## src/shared/ecd_pkg.sv

```systemverilog
/*
  constants, register map and types of the expander configuration and
  direction block.
  assumes: included before every other file of the block.
*/
package ecd_pkg;

  // register offsets reached through the serial pointer
  localparam logic [7:0] ECD_OFF_IN_LO   = 8'h00;
  localparam logic [7:0] ECD_OFF_IN_HI   = 8'h01;
  localparam logic [7:0] ECD_OFF_PH0_LO  = 8'h02;
  localparam logic [7:0] ECD_OFF_PH0_HI  = 8'h03;
  localparam logic [7:0] ECD_OFF_DIR_LO  = 8'h06;
  localparam logic [7:0] ECD_OFF_DIR_HI  = 8'h07;
  localparam logic [7:0] ECD_OFF_PH1_LO  = 8'h0A;
  localparam logic [7:0] ECD_OFF_PH1_HI  = 8'h0B;
  localparam logic [7:0] ECD_OFF_MASTER  = 8'h0E;
  localparam logic [7:0] ECD_OFF_CONFIG  = 8'h0F;
  localparam logic [7:0] ECD_OFF_PORTINT = 8'h10;
  localparam logic [7:0] ECD_OFF_PORTEND = 8'h17;

  // configuration register bit positions
  localparam int ECD_BIT_BLINK_EN  = 0;
  localparam int ECD_BIT_FLIP      = 1;
  localparam int ECD_BIT_GLOBAL    = 2;
  localparam int ECD_BIT_INT_EN    = 3;
  localparam int ECD_BIT_LVL_FIRST = 4;
  localparam int ECD_BIT_LVL_SEC   = 5;
  localparam int ECD_BIT_STATUS    = 7;

  // reset values
  localparam logic [5:0] ECD_RST_CONFIG = 6'h0C;
  localparam logic [7:0] ECD_RST_DIR    = 8'hFF;
  localparam logic [7:0] ECD_RST_PHASE  = 8'hFF;
  localparam logic [7:0] ECD_RST_INT    = 8'h00;

  // serial bit count at which a byte is complete
  localparam logic [3:0] ECD_BYTE_BITS = 4'h8;

  // serial slave states
  typedef enum logic [3:0] {
    ECD_IDLE, ECD_ADDR, ECD_ACK_ADDR, ECD_CMD, ECD_ACK_CMD,
    ECD_WDATA, ECD_ACK_W, ECD_RDATA, ECD_ACK_R
  } ecd_state_t;

endpackage : ecd_pkg

```

## src/shared/ecd_ctl_if.sv

```systemverilog
/*
  control bundle from the register file to the port bank and the
  interrupt/extra output pin logic.
  assumes: all users run on the same mclk.
*/
`timescale 1ns/1ns
interface ecd_ctl_if;
  logic [15:0] portDirectionBits;
  logic [15:0] phase0;
  logic [15:0] phase1;
  logic        blinkEn;
  logic        blinkFlip;
  logic        globalInt;
  logic        intEnable;
  logic        pinLevelFirstPhase;
  logic        pinLevelSecondPhase;
  logic [3:0]  masterNib;
  logic [63:0] perNib;
  logic        inputRead;
  logic        changeSeen;

  modport regs (
    output portDirectionBits, phase0, phase1, blinkEn, blinkFlip,
    output globalInt, intEnable, pinLevelFirstPhase, pinLevelSecondPhase,
    output masterNib, perNib, inputRead,
    input  changeSeen
  );
  modport bank (
    input  portDirectionBits, phase0, phase1, blinkEn, blinkFlip,
    input  globalInt, masterNib, perNib, inputRead,
    output changeSeen
  );
  modport irq (
    input  blinkEn, blinkFlip, intEnable, masterNib,
    input  pinLevelFirstPhase, pinLevelSecondPhase, changeSeen
  );
endinterface : ecd_ctl_if

```

## src/rtl/ecd_port_bank.sv

```systemverilog
/*
  the sixteen open-drain ports: direction, level select, intensity
  select and input change detection.
  assumes: port inputs synchronous to mclk; register file drives ctl.
*/
`timescale 1ns/1ns
module ecd_port_bank (
  // clock and reset
  input  wire logic        mclk,
  input  wire logic        rst_b,
  // control bundle
  ecd_ctl_if.bank          ctl,
  // port pins
  input  wire logic [15:0] portPinsIn,
  output logic      [15:0] portPinsOe,
  output logic      [63:0] portIntensity
);
  import ecd_pkg::*;

  logic [15:0] pinsPrev_r;
  logic        change_r;
  logic [15:0] level;
  logic [63:0] intensity_nxt;
  logic        edgeSeen;
  logic        armed_r;

  assign level = (ctl.blinkEn && ctl.blinkFlip) ? ctl.phase1 : ctl.phase0;

  // transitions only count on ports set as inputs, and only once the
  // history holds a real sample: pins idle high behind pull-ups, so the
  // zero reset value would otherwise fake a change right after reset
  assign edgeSeen = armed_r &
                    (|((portPinsIn ^ pinsPrev_r) & ctl.portDirectionBits));

  // history valid from the second cycle after reset
  always_ff @(posedge mclk or negedge rst_b) begin
    if (!rst_b) begin
      armed_r <= 1'b0;
    end else begin
      armed_r <= 1'b1;
    end
  end

  // previous input sample
  always_ff @(posedge mclk or negedge rst_b) begin
    if (!rst_b) begin
      pinsPrev_r <= 16'h0000;
    end else begin
      pinsPrev_r <= portPinsIn;
    end
  end

  // sticky until inputs read; a new edge wins over the clear
  always_ff @(posedge mclk or negedge rst_b) begin
    if (!rst_b) begin
      change_r <= 1'b0;
    end else begin
      change_r <= edgeSeen | (change_r & ~ctl.inputRead);
    end
  end
  assign ctl.changeSeen = change_r;

  // drive low only for outputs with a zero level
  always_ff @(posedge mclk or negedge rst_b) begin
    if (!rst_b) begin
      portPinsOe <= 16'h0000;
    end else begin
      portPinsOe <= ~ctl.portDirectionBits & ~level;
    end
  end

  always_comb begin
    intensity_nxt = 64'h0000_0000_0000_0000;
    for (int i = 0; i < 16; i++) begin
      if (!ctl.portDirectionBits[i]) begin
        intensity_nxt[4*i +: 4] = ctl.globalInt ? ctl.masterNib
                                                : ctl.perNib[4*i +: 4];
      end
    end
  end

  // registered intensity for the pwm stage
  always_ff @(posedge mclk or negedge rst_b) begin
    if (!rst_b) begin
      portIntensity <= 64'h0000_0000_0000_0000;
    end else begin
      portIntensity <= intensity_nxt;
    end
  end

endmodule : ecd_port_bank

```

## src/rtl/ecd_irq_pin.sv

```systemverilog
/*
  the combined interrupt / seventeenth output pin.
  assumes: ctl comes from the register file and port bank on mclk.
*/
`timescale 1ns/1ns
module ecd_irq_pin (
  // clock and reset
  input  wire logic       mclk,
  input  wire logic       rst_b,
  // control bundle
  ecd_ctl_if.irq          ctl,
  // pin and intensity
  output logic            irqPinOe,
  output logic      [3:0] extraIntensity
);
  import ecd_pkg::*;

  logic level;

  // phase level; blink off keeps phase 0
  assign level = (ctl.blinkEn && ctl.blinkFlip) ? ctl.pinLevelSecondPhase
                                                : ctl.pinLevelFirstPhase;

  // interrupt mode follows change, else level bits
  always_ff @(posedge mclk or negedge rst_b) begin
    if (!rst_b) begin
      irqPinOe <= 1'b0;
    end else if (ctl.intEnable) begin
      irqPinOe <= ctl.changeSeen;
    end else begin
      irqPinOe <= ~level;
    end
  end

  // low nibble of master register either way
  always_ff @(posedge mclk or negedge rst_b) begin
    if (!rst_b) begin
      extraIntensity <= 4'h0;
    end else begin
      extraIntensity <= ctl.masterNib;
    end
  end

endmodule : ecd_irq_pin

```

## src/rtl/ecd_expander_config_and_direction.sv

```systemverilog
/*
  top of the expander configuration block: two-wire serial slave,
  register file, port bank and combined interrupt/extra output pin.
  assumes: scl and sda inputs already synchronous to mclk, and the
  bus is slow against mclk so every scl edge spans several cycles.
*/
//
// Contract
// - Global bit clear: output ports use their own nibbles, pin 17 uses 0x0E low.
// - Global bit set: every output, pin 17 too, uses 0x0E bits 3..0.
// - Interrupts off: the combined pin follows only the two level bits.
// - Interrupts on: the combined pin reports input changes instead.
// - Interrupts and blink off: pin low for level bit 0, released for 1.
// - Blink on in phase 0: pin low or released by the first level bit.
// - Blink on in phase 1: pin follows the second level bit only.
// - Status bit 7 reads 1 after an input change, 0 otherwise.
// - Bit 6 of the configuration reads 0 and ignores writes.
// - A direction bit of 1 makes an input, 0 makes an output.
// - Direction registers read back as last written.
// - Blink flip picks phase 1 levels only while blink is enabled.
// - An output level of 1 releases the port, 0 pulls it low.
`timescale 1ns/1ns
module ecd_expander_config_and_direction #(
  parameter logic [6:0] SLAVE_ADDR = 7'h20
) (
  // clock and reset
  input  wire logic        mclk,
  input  wire logic        rst_b,
  // two-wire serial bus
  input  wire logic        sclIn,
  input  wire logic        sdaIn,
  output logic             sdaOut,
  output logic             sdaOe,
  // port pins
  input  wire logic [15:0] portPinsIn,
  output logic      [15:0] portPinsOut,
  output logic      [15:0] portPinsOe,
  // combined interrupt / extra output pin
  input  wire logic        irqOrExtraOutputPinIn,
  output logic             irqOrExtraOutputPinOut,
  output logic             irqOrExtraOutputPinOe,
  // intensity selection for the pwm stage
  output logic      [63:0] portIntensity,
  output logic      [3:0]  extraIntensity
);
  import ecd_pkg::*;

  ecd_ctl_if ctl ();

  // serial line history
  logic       sclD_r;
  logic       sdaD_r;
  // serial slave state
  ecd_state_t state_r;
  logic [3:0] bitCnt_r;
  logic [7:0] shift_r;
  logic [7:0] ptr_r;
  logic [7:0] txByte_r;
  logic       rnw_r;
  logic       mAck_r;
  logic       sdaOe_r;
  // register file
  logic [5:0] config_r;
  logic [7:0] dirLo_r;
  logic [7:0] dirHi_r;
  logic [7:0] ph0Lo_r;
  logic [7:0] ph0Hi_r;
  logic [7:0] ph1Lo_r;
  logic [7:0] ph1Hi_r;
  logic [7:0] master_r;
  logic [7:0] portInt_r [8];
  // decode
  logic       sclRise;
  logic       sclFall;
  logic       startSeen;
  logic       stopSeen;
  logic       byteDone;
  logic       addrMatch;
  logic       wrEn;
  logic       loadTx;
  logic [7:0] readData;
  logic [2:0] bitIdx;
  logic [2:0] intIdx;

  // open-drain pins never drive high
  assign sdaOut                 = 1'b0;
  assign portPinsOut            = 16'h0000;
  assign irqOrExtraOutputPinOut = 1'b0;
  assign sdaOe                  = sdaOe_r;

  // one-cycle line history for edge and start/stop detection
  always_ff @(posedge mclk or negedge rst_b) begin
    if (!rst_b) begin
      sclD_r <= 1'b1;
      sdaD_r <= 1'b1;
    end else begin
      sclD_r <= sclIn;
      sdaD_r <= sdaIn;
    end
  end

  // bus events
  assign sclRise   = sclIn & ~sclD_r;
  assign sclFall   = ~sclIn & sclD_r;
  assign startSeen = sclIn & sclD_r & sdaD_r & ~sdaIn;
  assign stopSeen  = sclIn & sclD_r & ~sdaD_r & sdaIn;
  assign byteDone  = sclFall & (bitCnt_r == ECD_BYTE_BITS);
  assign addrMatch = (shift_r[7:1] == SLAVE_ADDR);
  assign wrEn      = byteDone & (state_r == ECD_WDATA);
  assign loadTx    = sclFall & (((state_r == ECD_ACK_ADDR) & rnw_r) |
                                ((state_r == ECD_ACK_R) & mAck_r));
  assign bitIdx    = ~bitCnt_r[2:0];   // 7 - bits already sent
  assign intIdx    = ptr_r[2:0];

  // slave sequence; a start restarts from any state
  always_ff @(posedge mclk or negedge rst_b) begin
    if (!rst_b) begin
      state_r <= ECD_IDLE;
    end else if (startSeen) begin
      state_r <= ECD_ADDR;
    end else if (stopSeen) begin
      state_r <= ECD_IDLE;
    end else if (sclFall) begin
      case (state_r)
        ECD_ADDR: begin
          if (byteDone) begin
            state_r <= addrMatch ? ECD_ACK_ADDR : ECD_IDLE;
          end
        end
        ECD_ACK_ADDR: state_r <= rnw_r ? ECD_RDATA : ECD_CMD;
        ECD_CMD: begin
          if (byteDone) begin
            state_r <= ECD_ACK_CMD;
          end
        end
        ECD_ACK_CMD:  state_r <= ECD_WDATA;
        ECD_WDATA: begin
          if (byteDone) begin
            state_r <= ECD_ACK_W;
          end
        end
        ECD_ACK_W:    state_r <= ECD_WDATA;
        ECD_RDATA: begin
          if (byteDone) begin
            state_r <= ECD_ACK_R;
          end
        end
        ECD_ACK_R:    state_r <= mAck_r ? ECD_RDATA : ECD_IDLE;
        default:      state_r <= ECD_IDLE;
      endcase
    end
  end

  // bit counter counts rising scl edges inside a byte
  always_ff @(posedge mclk or negedge rst_b) begin
    if (!rst_b) begin
      bitCnt_r <= 4'h0;
    end else if (startSeen || stopSeen || byteDone) begin
      bitCnt_r <= 4'h0;
    end else if (sclRise && (state_r == ECD_ADDR || state_r == ECD_CMD ||
                 state_r == ECD_WDATA || state_r == ECD_RDATA)) begin
      bitCnt_r <= bitCnt_r + 4'h1;
    end
  end

  // receive shift and master acknowledge sample
  always_ff @(posedge mclk or negedge rst_b) begin
    if (!rst_b) begin
      shift_r <= 8'h00;
      rnw_r   <= 1'b0;
      mAck_r  <= 1'b0;
    end else begin
      if (sclRise) begin
        shift_r <= {shift_r[6:0], sdaIn};
      end
      if (byteDone && state_r == ECD_ADDR) begin
        rnw_r <= shift_r[0];
      end
      if (sclRise && state_r == ECD_ACK_R) begin
        mAck_r <= ~sdaIn;
      end
    end
  end

  // register pointer: set by the command byte, steps after each data byte written or loaded for a read
  always_ff @(posedge mclk or negedge rst_b) begin
    if (!rst_b) begin
      ptr_r <= 8'h00;
    end else if (byteDone && state_r == ECD_CMD) begin
      ptr_r <= shift_r;
    end else if (wrEn || loadTx) begin
      ptr_r <= ptr_r + 8'h01;
    end
  end

  // transmit byte captured as each read byte starts, so data is stable
  always_ff @(posedge mclk or negedge rst_b) begin
    if (!rst_b) begin
      txByte_r <= 8'h00;
    end else if (loadTx) begin
      txByte_r <= readData;
    end
  end

  // sda drive: acks and read bits change only on falling scl
  always_ff @(posedge mclk or negedge rst_b) begin
    if (!rst_b) begin
      sdaOe_r <= 1'b0;
    end else if (startSeen || stopSeen) begin
      sdaOe_r <= 1'b0;
    end else if (sclFall) begin
      case (state_r)
        ECD_ADDR:     sdaOe_r <= byteDone & addrMatch;
        ECD_CMD:      sdaOe_r <= byteDone;
        ECD_WDATA:    sdaOe_r <= byteDone;
        ECD_ACK_ADDR: sdaOe_r <= rnw_r & ~readData[7];
        ECD_RDATA:    sdaOe_r <= ~byteDone & ~txByte_r[bitIdx];
        ECD_ACK_R:    sdaOe_r <= mAck_r & ~readData[7];
        default:      sdaOe_r <= 1'b0;
      endcase
    end
  end

  // configuration register; bit 6 and bit 7 are not stored
  always_ff @(posedge mclk or negedge rst_b) begin
    if (!rst_b) begin
      config_r <= ECD_RST_CONFIG;
    end else if (wrEn && ptr_r == ECD_OFF_CONFIG) begin
      config_r <= shift_r[5:0];
    end
  end

  // direction registers
  always_ff @(posedge mclk or negedge rst_b) begin
    if (!rst_b) begin
      dirLo_r <= ECD_RST_DIR;
      dirHi_r <= ECD_RST_DIR;
    end else if (wrEn) begin
      if (ptr_r == ECD_OFF_DIR_LO) begin
        dirLo_r <= shift_r;
      end else if (ptr_r == ECD_OFF_DIR_HI) begin
        dirHi_r <= shift_r;
      end
    end
  end

  // blink phase level registers; reset releases every port
  always_ff @(posedge mclk or negedge rst_b) begin
    if (!rst_b) begin
      ph0Lo_r <= ECD_RST_PHASE;
      ph0Hi_r <= ECD_RST_PHASE;
      ph1Lo_r <= ECD_RST_PHASE;
      ph1Hi_r <= ECD_RST_PHASE;
    end else if (wrEn) begin
      if (ptr_r == ECD_OFF_PH0_LO) begin
        ph0Lo_r <= shift_r;
      end else if (ptr_r == ECD_OFF_PH0_HI) begin
        ph0Hi_r <= shift_r;
      end else if (ptr_r == ECD_OFF_PH1_LO) begin
        ph1Lo_r <= shift_r;
      end else if (ptr_r == ECD_OFF_PH1_HI) begin
        ph1Hi_r <= shift_r;
      end
    end
  end

  // intensity registers: master/extra and two nibbles per byte
  always_ff @(posedge mclk or negedge rst_b) begin
    if (!rst_b) begin
      master_r <= ECD_RST_INT;
      for (int i = 0; i < 8; i++) begin
        portInt_r[i] <= ECD_RST_INT;
      end
    end else if (wrEn) begin
      if (ptr_r == ECD_OFF_MASTER) begin
        master_r <= shift_r;
      end else if (ptr_r >= ECD_OFF_PORTINT && ptr_r <= ECD_OFF_PORTEND) begin
        portInt_r[intIdx] <= shift_r;
      end
    end
  end

  // read-back mux; unmapped offsets read zero
  always_comb begin
    readData = 8'h00;
    if (ptr_r == ECD_OFF_IN_LO) begin
      readData = portPinsIn[7:0];
    end else if (ptr_r == ECD_OFF_IN_HI) begin
      readData = portPinsIn[15:8];
    end else if (ptr_r == ECD_OFF_PH0_LO) begin
      readData = ph0Lo_r;
    end else if (ptr_r == ECD_OFF_PH0_HI) begin
      readData = ph0Hi_r;
    end else if (ptr_r == ECD_OFF_DIR_LO) begin
      readData = dirLo_r;
    end else if (ptr_r == ECD_OFF_DIR_HI) begin
      readData = dirHi_r;
    end else if (ptr_r == ECD_OFF_PH1_LO) begin
      readData = ph1Lo_r;
    end else if (ptr_r == ECD_OFF_PH1_HI) begin
      readData = ph1Hi_r;
    end else if (ptr_r == ECD_OFF_MASTER) begin
      readData = master_r;
    end else if (ptr_r == ECD_OFF_CONFIG) begin
      readData = {ctl.changeSeen, 1'b0, config_r};
    end else if (ptr_r >= ECD_OFF_PORTINT && ptr_r <= ECD_OFF_PORTEND) begin
      readData = portInt_r[intIdx];
    end
  end

  // control bundle to the port bank and the combined pin
  assign ctl.portDirectionBits   = {dirHi_r, dirLo_r};
  assign ctl.phase0              = {ph0Hi_r, ph0Lo_r};
  assign ctl.phase1              = {ph1Hi_r, ph1Lo_r};
  assign ctl.blinkEn             = config_r[ECD_BIT_BLINK_EN];
  assign ctl.blinkFlip           = config_r[ECD_BIT_FLIP];
  assign ctl.globalInt           = config_r[ECD_BIT_GLOBAL];
  assign ctl.intEnable           = config_r[ECD_BIT_INT_EN];
  assign ctl.pinLevelFirstPhase  = config_r[ECD_BIT_LVL_FIRST];
  assign ctl.pinLevelSecondPhase = config_r[ECD_BIT_LVL_SEC];
  assign ctl.masterNib           = master_r[3:0];
  assign ctl.perNib = {portInt_r[7], portInt_r[6], portInt_r[5],
                       portInt_r[4], portInt_r[3], portInt_r[2],
                       portInt_r[1], portInt_r[0]};
  // reading an input register clears the change status
  assign ctl.inputRead = loadTx & (ptr_r == ECD_OFF_IN_LO ||
                                   ptr_r == ECD_OFF_IN_HI);

  // sixteen ports
  ecd_port_bank uBank (
    .mclk          (mclk),
    .rst_b         (rst_b),
    .ctl           (ctl.bank),
    .portPinsIn    (portPinsIn),
    .portPinsOe    (portPinsOe),
    .portIntensity (portIntensity)
  );

  // combined interrupt / extra output
  ecd_irq_pin uIrq (
    .mclk           (mclk),
    .rst_b          (rst_b),
    .ctl            (ctl.irq),
    .irqPinOe       (irqOrExtraOutputPinOe),
    .extraIntensity (extraIntensity)
  );

endmodule : ecd_expander_config_and_direction

```

## config.mk

```make
export PLATFORM = sky130hd
export DESIGN_NAME = ecd_expander_config_and_direction
export DESIGN_NICKNAME = d
export VERILOG_FILES = /design/src/shared/ecd_pkg.sv /design/src/shared/ecd_ctl_if.sv /design/src/rtl/ecd_port_bank.sv /design/src/rtl/ecd_irq_pin.sv /design/src/rtl/ecd_expander_config_and_direction.sv
export SDC_FILE = /design/constraint.sdc
export NUM_CORES = 1
export LEC_CHECK = 0
export ABC_AREA = 1
export ABC_CLOCK_PERIOD_IN_PS = 3100
export BUFFER_PORTS_ARGS = -buffer_cell sky130_fd_sc_hd__buf_4
export CAP_MARGIN = 30
export CORE_UTILIZATION = 50
export CTS_CLUSTER_DIAMETER = 40
export DETAILED_ROUTE_END_ITERATION = 8
export GPL_ROUTABILITY_DRIVEN = 0
export GPL_TIMING_DRIVEN = 1
export PLACE_DENSITY_LB_ADDON = 0.05
export SLEW_MARGIN = 5
export SYNTH_ARGS = -nofsm -noshare
export SYNTH_HDL_FRONTEND = slang
export SYNTH_HIERARCHICAL = 1
export SYNTH_SLANG_ARGS = --single-unit
```

## constraint.sdc

```tcl
create_clock -name mclk -period 3.1 [get_ports mclk]
set_input_delay 0.465 -clock mclk [delete_from_list [all_inputs] [get_ports mclk]]
set_output_delay 0.465 -clock mclk [all_outputs]
set_load 0.01 [all_outputs]
```

# After elaboration in Yosys (flattened, before gate mapping)

Index checks and enable logic that the tools add are counted.
Widths: inputs -> output; s select.

Output and inout bits: 104
Latch bits: 0
Word-level logic and storage cells: 209
Bits in registers: 266
Memories kept: 0
Memory bits (writable): 0
ROM bits: 0

Reductions and logical operators: 32
Order comparisons: 5
$add $sub $neg: 2
$mul: 0
Divide/modulo/power cells: 0
Equal/unequal tests: 23
Bitwise logic cells: 42
Shifts and indexed selects: 0
Muxes and demuxes: 72

Operators by type and width:

| operator            | number |
|---|---|
| $mux 4              | 41 |
| $mux 8              | 16 |
| $bwmux 64           | 1 |
| $and 16x16->16      | 2 |
| $eq 8x4->1 const B  | 4 |
| $not 16->16         | 2 |
| $pmux 4 s7          | 1 |
| $bmux 8 s3          | 1 |
| $demux 8 s3         | 1 |
| $and 1x1->1         | 19 |
| $eq 4x3->1 const B  | 4 |
| $eq 8x2->1 const B  | 2 |
| $eq 8x3->1 const B  | 2 |
| $mux 16             | 1 |
| $ne 4x4->1 const B  | 4 |
| $reduce_or 16->1    | 1 |
| $xor 16x16->16      | 1 |
| $not 1->1           | 14 |
| $reduce_and 5->1    | 2 |
| $reduce_and 3->1    | 3 |
| $add 8x1->8 const B | 1 |
| $eq 4x2->1 const B  | 2 |
| $eq 4x4->1 const B  | 2 |
| $eq 8x1->1 const B  | 1 |
| 24 further kinds    | 48 |

# Logic depth before layout (Yosys ltp)

Depth after elaboration: 20
Depth in mapped cells: 21
Mapped depth without buffers: 20

# Modules after synthesis

The synthesis kept the hierarchy.

By module, submodules not included:

| module                            | seq. area each (µm²) | cells each | times used | area an instance (µm²) |
|---|---|---|---|---|
| ecd_expander_config_and_direction | 4,144.0              | 1,015      | 1          | 8,191.6 |
| ecd_port_bank                     | 2,452.4              | 383        | 1          | 3,693.5 |
| ecd_irq_pin                       | 125.1                | 12         | 1          | 153.9 |

# Worst setup path before layout

No wires, ideal clock.

Path kind: register -> register
Start point: reg ptr_r[0]
End point: reg txByte_r[1]
Cell stages (with the launch flop): 19
Clock period less this slack: 2.711 ns
Slack: 0.389 ns
Arrival: 2.595 ns
Library setup time: 0.116 ns
Cells stage by stage: dfrtp_1 clkinv_1 buf_1 ha_1 nand4_1 nor2_1 buf_2 inv_1 or2_2 nand2_1 nand2_1 nand2_1 nand2_1 nand2_1 nand3_1 nand2_1 nand2_1 nand2_1 nand2_1

Cells in the longest elaborated chain, start to end: 15
Elaborated cells between the ends (all ways): 28
Classes of those cells: order compare: 2; eq/ne: 9; mux: 14; bitwise: 1; reduce/logical: 2

Ends and longest elaborated chain:

| item                                                                | RTL line                                 | source |
|---|---|---|
| start, declared                                                     | ecd_expander_config_and_direction.sv:57  | `logic [7:0] ptr_r;` |
| start signal, assigned                                              | ecd_expander_config_and_direction.sv:190 | `ptr_r <= shift_r;` |
| start signal, assigned                                              | ecd_expander_config_and_direction.sv:192 | `ptr_r <= ptr_r + 8'h01;` |
| parallel branches: the longest is 14 deep, another holds $ge 8x5->1 | --                                       |  |
| $mux 8 (*)                                                          | ecd_expander_config_and_direction.sv:286 | `if (ptr_r == ECD_OFF_IN_LO) begin` |
| end signal, assigned                                                | ecd_expander_config_and_direction.sv:201 | `txByte_r <= readData;` |
| end, declared                                                       | ecd_expander_config_and_direction.sv:58  | `logic [7:0] txByte_r;` |

Every way passes the cells marked *. The select of a mux whose other input is x is not followed.
A chain may end at the register's enable or synchronous reset.

# Worst setup path in the final report

Ends and elaborated chain as after synthesis.

==> flow_summary.ini <==
[run_status]
outcome = finished clean

[setup_path]
r2r_cells = 16
r2r_end = txByte_r[1]
path_buf_inv = 2
slowest_delay_ns = 0.51
cpMaxStageDelayCell = nor2_1
crit_arrival_ns = 3.11
reg2reg_from = ptr_r[0]
end_kind = register
cpMostUsedCell = nand2_1
critical_path_class = register to register
crit_required_ns = 3.49
startpoint_type = register
cp_cell_sequence = clkinv_1, ha_1, nand4_1, nor2_1, inv_1, or2_2, nand2_1, nand2_1, nand2_1, nand2_1, nand2_1, nand3_1, nand2_1, nand2_1, nand2_1, nand2_1
critPathTopFamily = simple AND/OR/NAND/NOR gates
crit_fanout = 8
ff2ff_setup_slack_ns = 0.39

[synthesis]
synth_ff_type = dfrtp_1
ys_ff_latch = 266
synth.distinct_cells = 40
synthTopCellsByArea = dfrtp_1 (44%), nand2_1 (14%), dfstp_2 (11%)
synth_edf_count = 0
synth-warning-count = 6
avgSynthCellArea_um2 = 8.54
ys_seq_area_share_pct = 55.8
synth_top_area_cell = dfrtp_1
synth_area_um2 = 12000
syn_inst = 1410
netlist.area_leader.share_pct = 44.5
synthArstFlopShare_pct = 100

[die]
die-area_um2 = 24700
ios = 125
die_h_um = 157
rows = 56
die_w_um = 157
start_util_pct = 51.1
coreArea_um2 = 23500

[hold_path]
min_path_cells = 1
min_from = portPinsIn[6]
holdPathEnd = uBank/pinsPrev_r[6]
min_path_type = primary input to register

[layout]
area_growth_pct = 20.0
stdcell_area_um2 = 14500
drive_above_1_share_pct = 18.6
layout.nets = 1553
final_common_cell = nand2_1
regArea_um2 = 6720
multi_input_area_um2 = 4630
diodes = 0
nFillCells = 2066
layout_common_cells = nand2_1 (433), dfrtp_1 (214), nor2_1 (136)

[cts]
cts_buffer_depth = 3
cts_tree = done
numCtsBuffers = 39
clkTransAtPathRegs_ns = 0.06
cts.sinks = 266
clock_latency_ns = 0.52
post_cts_buffers = 0
htreeDepth = 2
cts-root-buf = clkbuf_16

[timing]
rsz0062_at_grt = false
fin_crit_sh_pct = 87.6
fmax_ghz = 0.368
max_slew_margin_pct = 33.0
fin_skew_ns = 0.0265
hold_viol_final = 0
period_needed_ns = 2.71
tightest_slew_ns = 1.00
layout_setup_ws_ns = 0.385
fin_setup_tns_ns = 0
setup_viol = 0
slew_viol_final = 0

[power_and_ir_drop]
power_density_nw_per_um2 = 622
power.leakage_nw = 6.67
ir_drop_mv = 0.437

[detailed_routing]
viasPerCell = 5.37
drc = 0
first_iter_violations = 959
first_pass_iters = 5
routedWlPerCell_um = 17.9
wl_mm = 33.6
routed-via-count = 10071
antenna_left = 0

[global_routing]
grt_max_degree = 97
gr-total-overflow = 0
antenna_found_initial = 2
grt_pass1_wl_mm = 52.1
grt_pass1_vias = 9090
grt_util_all_layers_pct = 28.1

[placement]
placed_area_um2 = 13100
place_ws_ns = 0.466
hpwl_mm = 22.7
portBuffers = 105

[run]
cap_viol_max_count = 0
-- how the worst max path moves through the flow --
stage / startpoint / endpoint / slack [ns] / depth (start not counted)
3_5_place_dp: ptr_r[0] / txByte_r[1] / 0.47 / 16
5_1_grt: ptr_r[0] / txByte_r[2] / 0.18 / 16
6_report: ptr_r[0] / txByte_r[1] / 0.39 / 16
2_1_floorplan: ptr_r[0] / txByte_r[1] / 0.39 / 18
3_3_place_gp: ptr_r[0] / txByte_r[1] / 0.51 / 16
4_1_cts: ptr_r[0] / txByte_r[1] / 0.46 / 16
-- per-stage QoR --
stage	hold slack (ns)	total power, W	std cells	utilization [%]
global route	0.0761	0.00930	1875	61.4
global placement	0.433	0.00461	1799	55.4
CTS	0.0689	0.00904	1874	61.4
finish	0.0790	0.00899	1875	61.4
detailed placement	0.436	0.00464	1802	55.7
floorplan	0.169	0.00428	1427	-
-- report_power, final --
| part | switching (W) | internal [W] |
|---|---|---|
| registers | 0.000100 | 0.00357 |
| clock network | 0.00161 | 0.00278 |
| logic | 0.000697 | 0.000237 |
| total | 0.00240 | 0.00658 |
-- sequential cells by signal, indices dropped and copies added, names as in the netlist, 4 cells and up --
signal	cells
ctl.perNib	64
uBank/portIntensity	64
uBank/pinsPrev_r	16
uBank/portPinsOe	16
dirHi_r	8
dirLo_r	8
master_r	8
ph0Hi_r	8
ph0Lo_r	8
ph1Hi_r	8
ph1Lo_r	8
ptr_r	8
shift_r	8
txByte_r	8
config_r	6
bitCnt_r	4
state_r	4
uIrq/extraIntensity	4
-- metal layers --
layer / part of all wire (%) / track usage, %
met4: 2.1 / 7.26
met5: 0 / 0
met3: 8.3 / 4.46
met2: 44 / 41.6
met1: 45 / 42.6
-- synthesized netlist by cell type (14+ instances only) --
| master | instances |
|---|---|
| nand2_1 | 433 |
| dfrtp_1 | 214 |
| nor2_1 | 136 |
| a21oi_1 | 106 |
| o21ai_0 | 99 |
| inv_1 | 76 |
| o21ai_1 | 57 |
| dfstp_2 | 52 |
| nand3_1 | 49 |
| clkbuf_1 | 28 |
| buf_4 | 23 |
| a211oi_1 | 16 |
| or2_2 | 14 |
-- repair_timing --
item                                    4_1_cts  5_1_grt
endpoints found under the hold margin         8        0
endpoints found under the setup margin        0        0
hold buffers                                  1        0
resized for setup                             0        0
-- logic make-up after synthesis --
kind of cell | count (synthesis) | share of synthesized area [%]
xor gates and xnor gates | 2 | 0.146
DFF | 266 | 55.8
and+or+nand+nor | 673 | 23.6
AOI/OAI and AO/OA | 304 | 13.5
buffers and inverters | 157 | 6.24
adders and majority gates | 6 | 0.624
other | 2 | 0.0624
-- area by class of cell --
type	instances	share of cell area [%]
sequential	266	46.5
tap	319	2.76
multi-input combinational	1004	32.0
inverter	85	2.21
timing repair buffer	130	7.36
clock buffer	50	7.61
clock inverter	21	1.52
(Power assumes the default switching activity.)
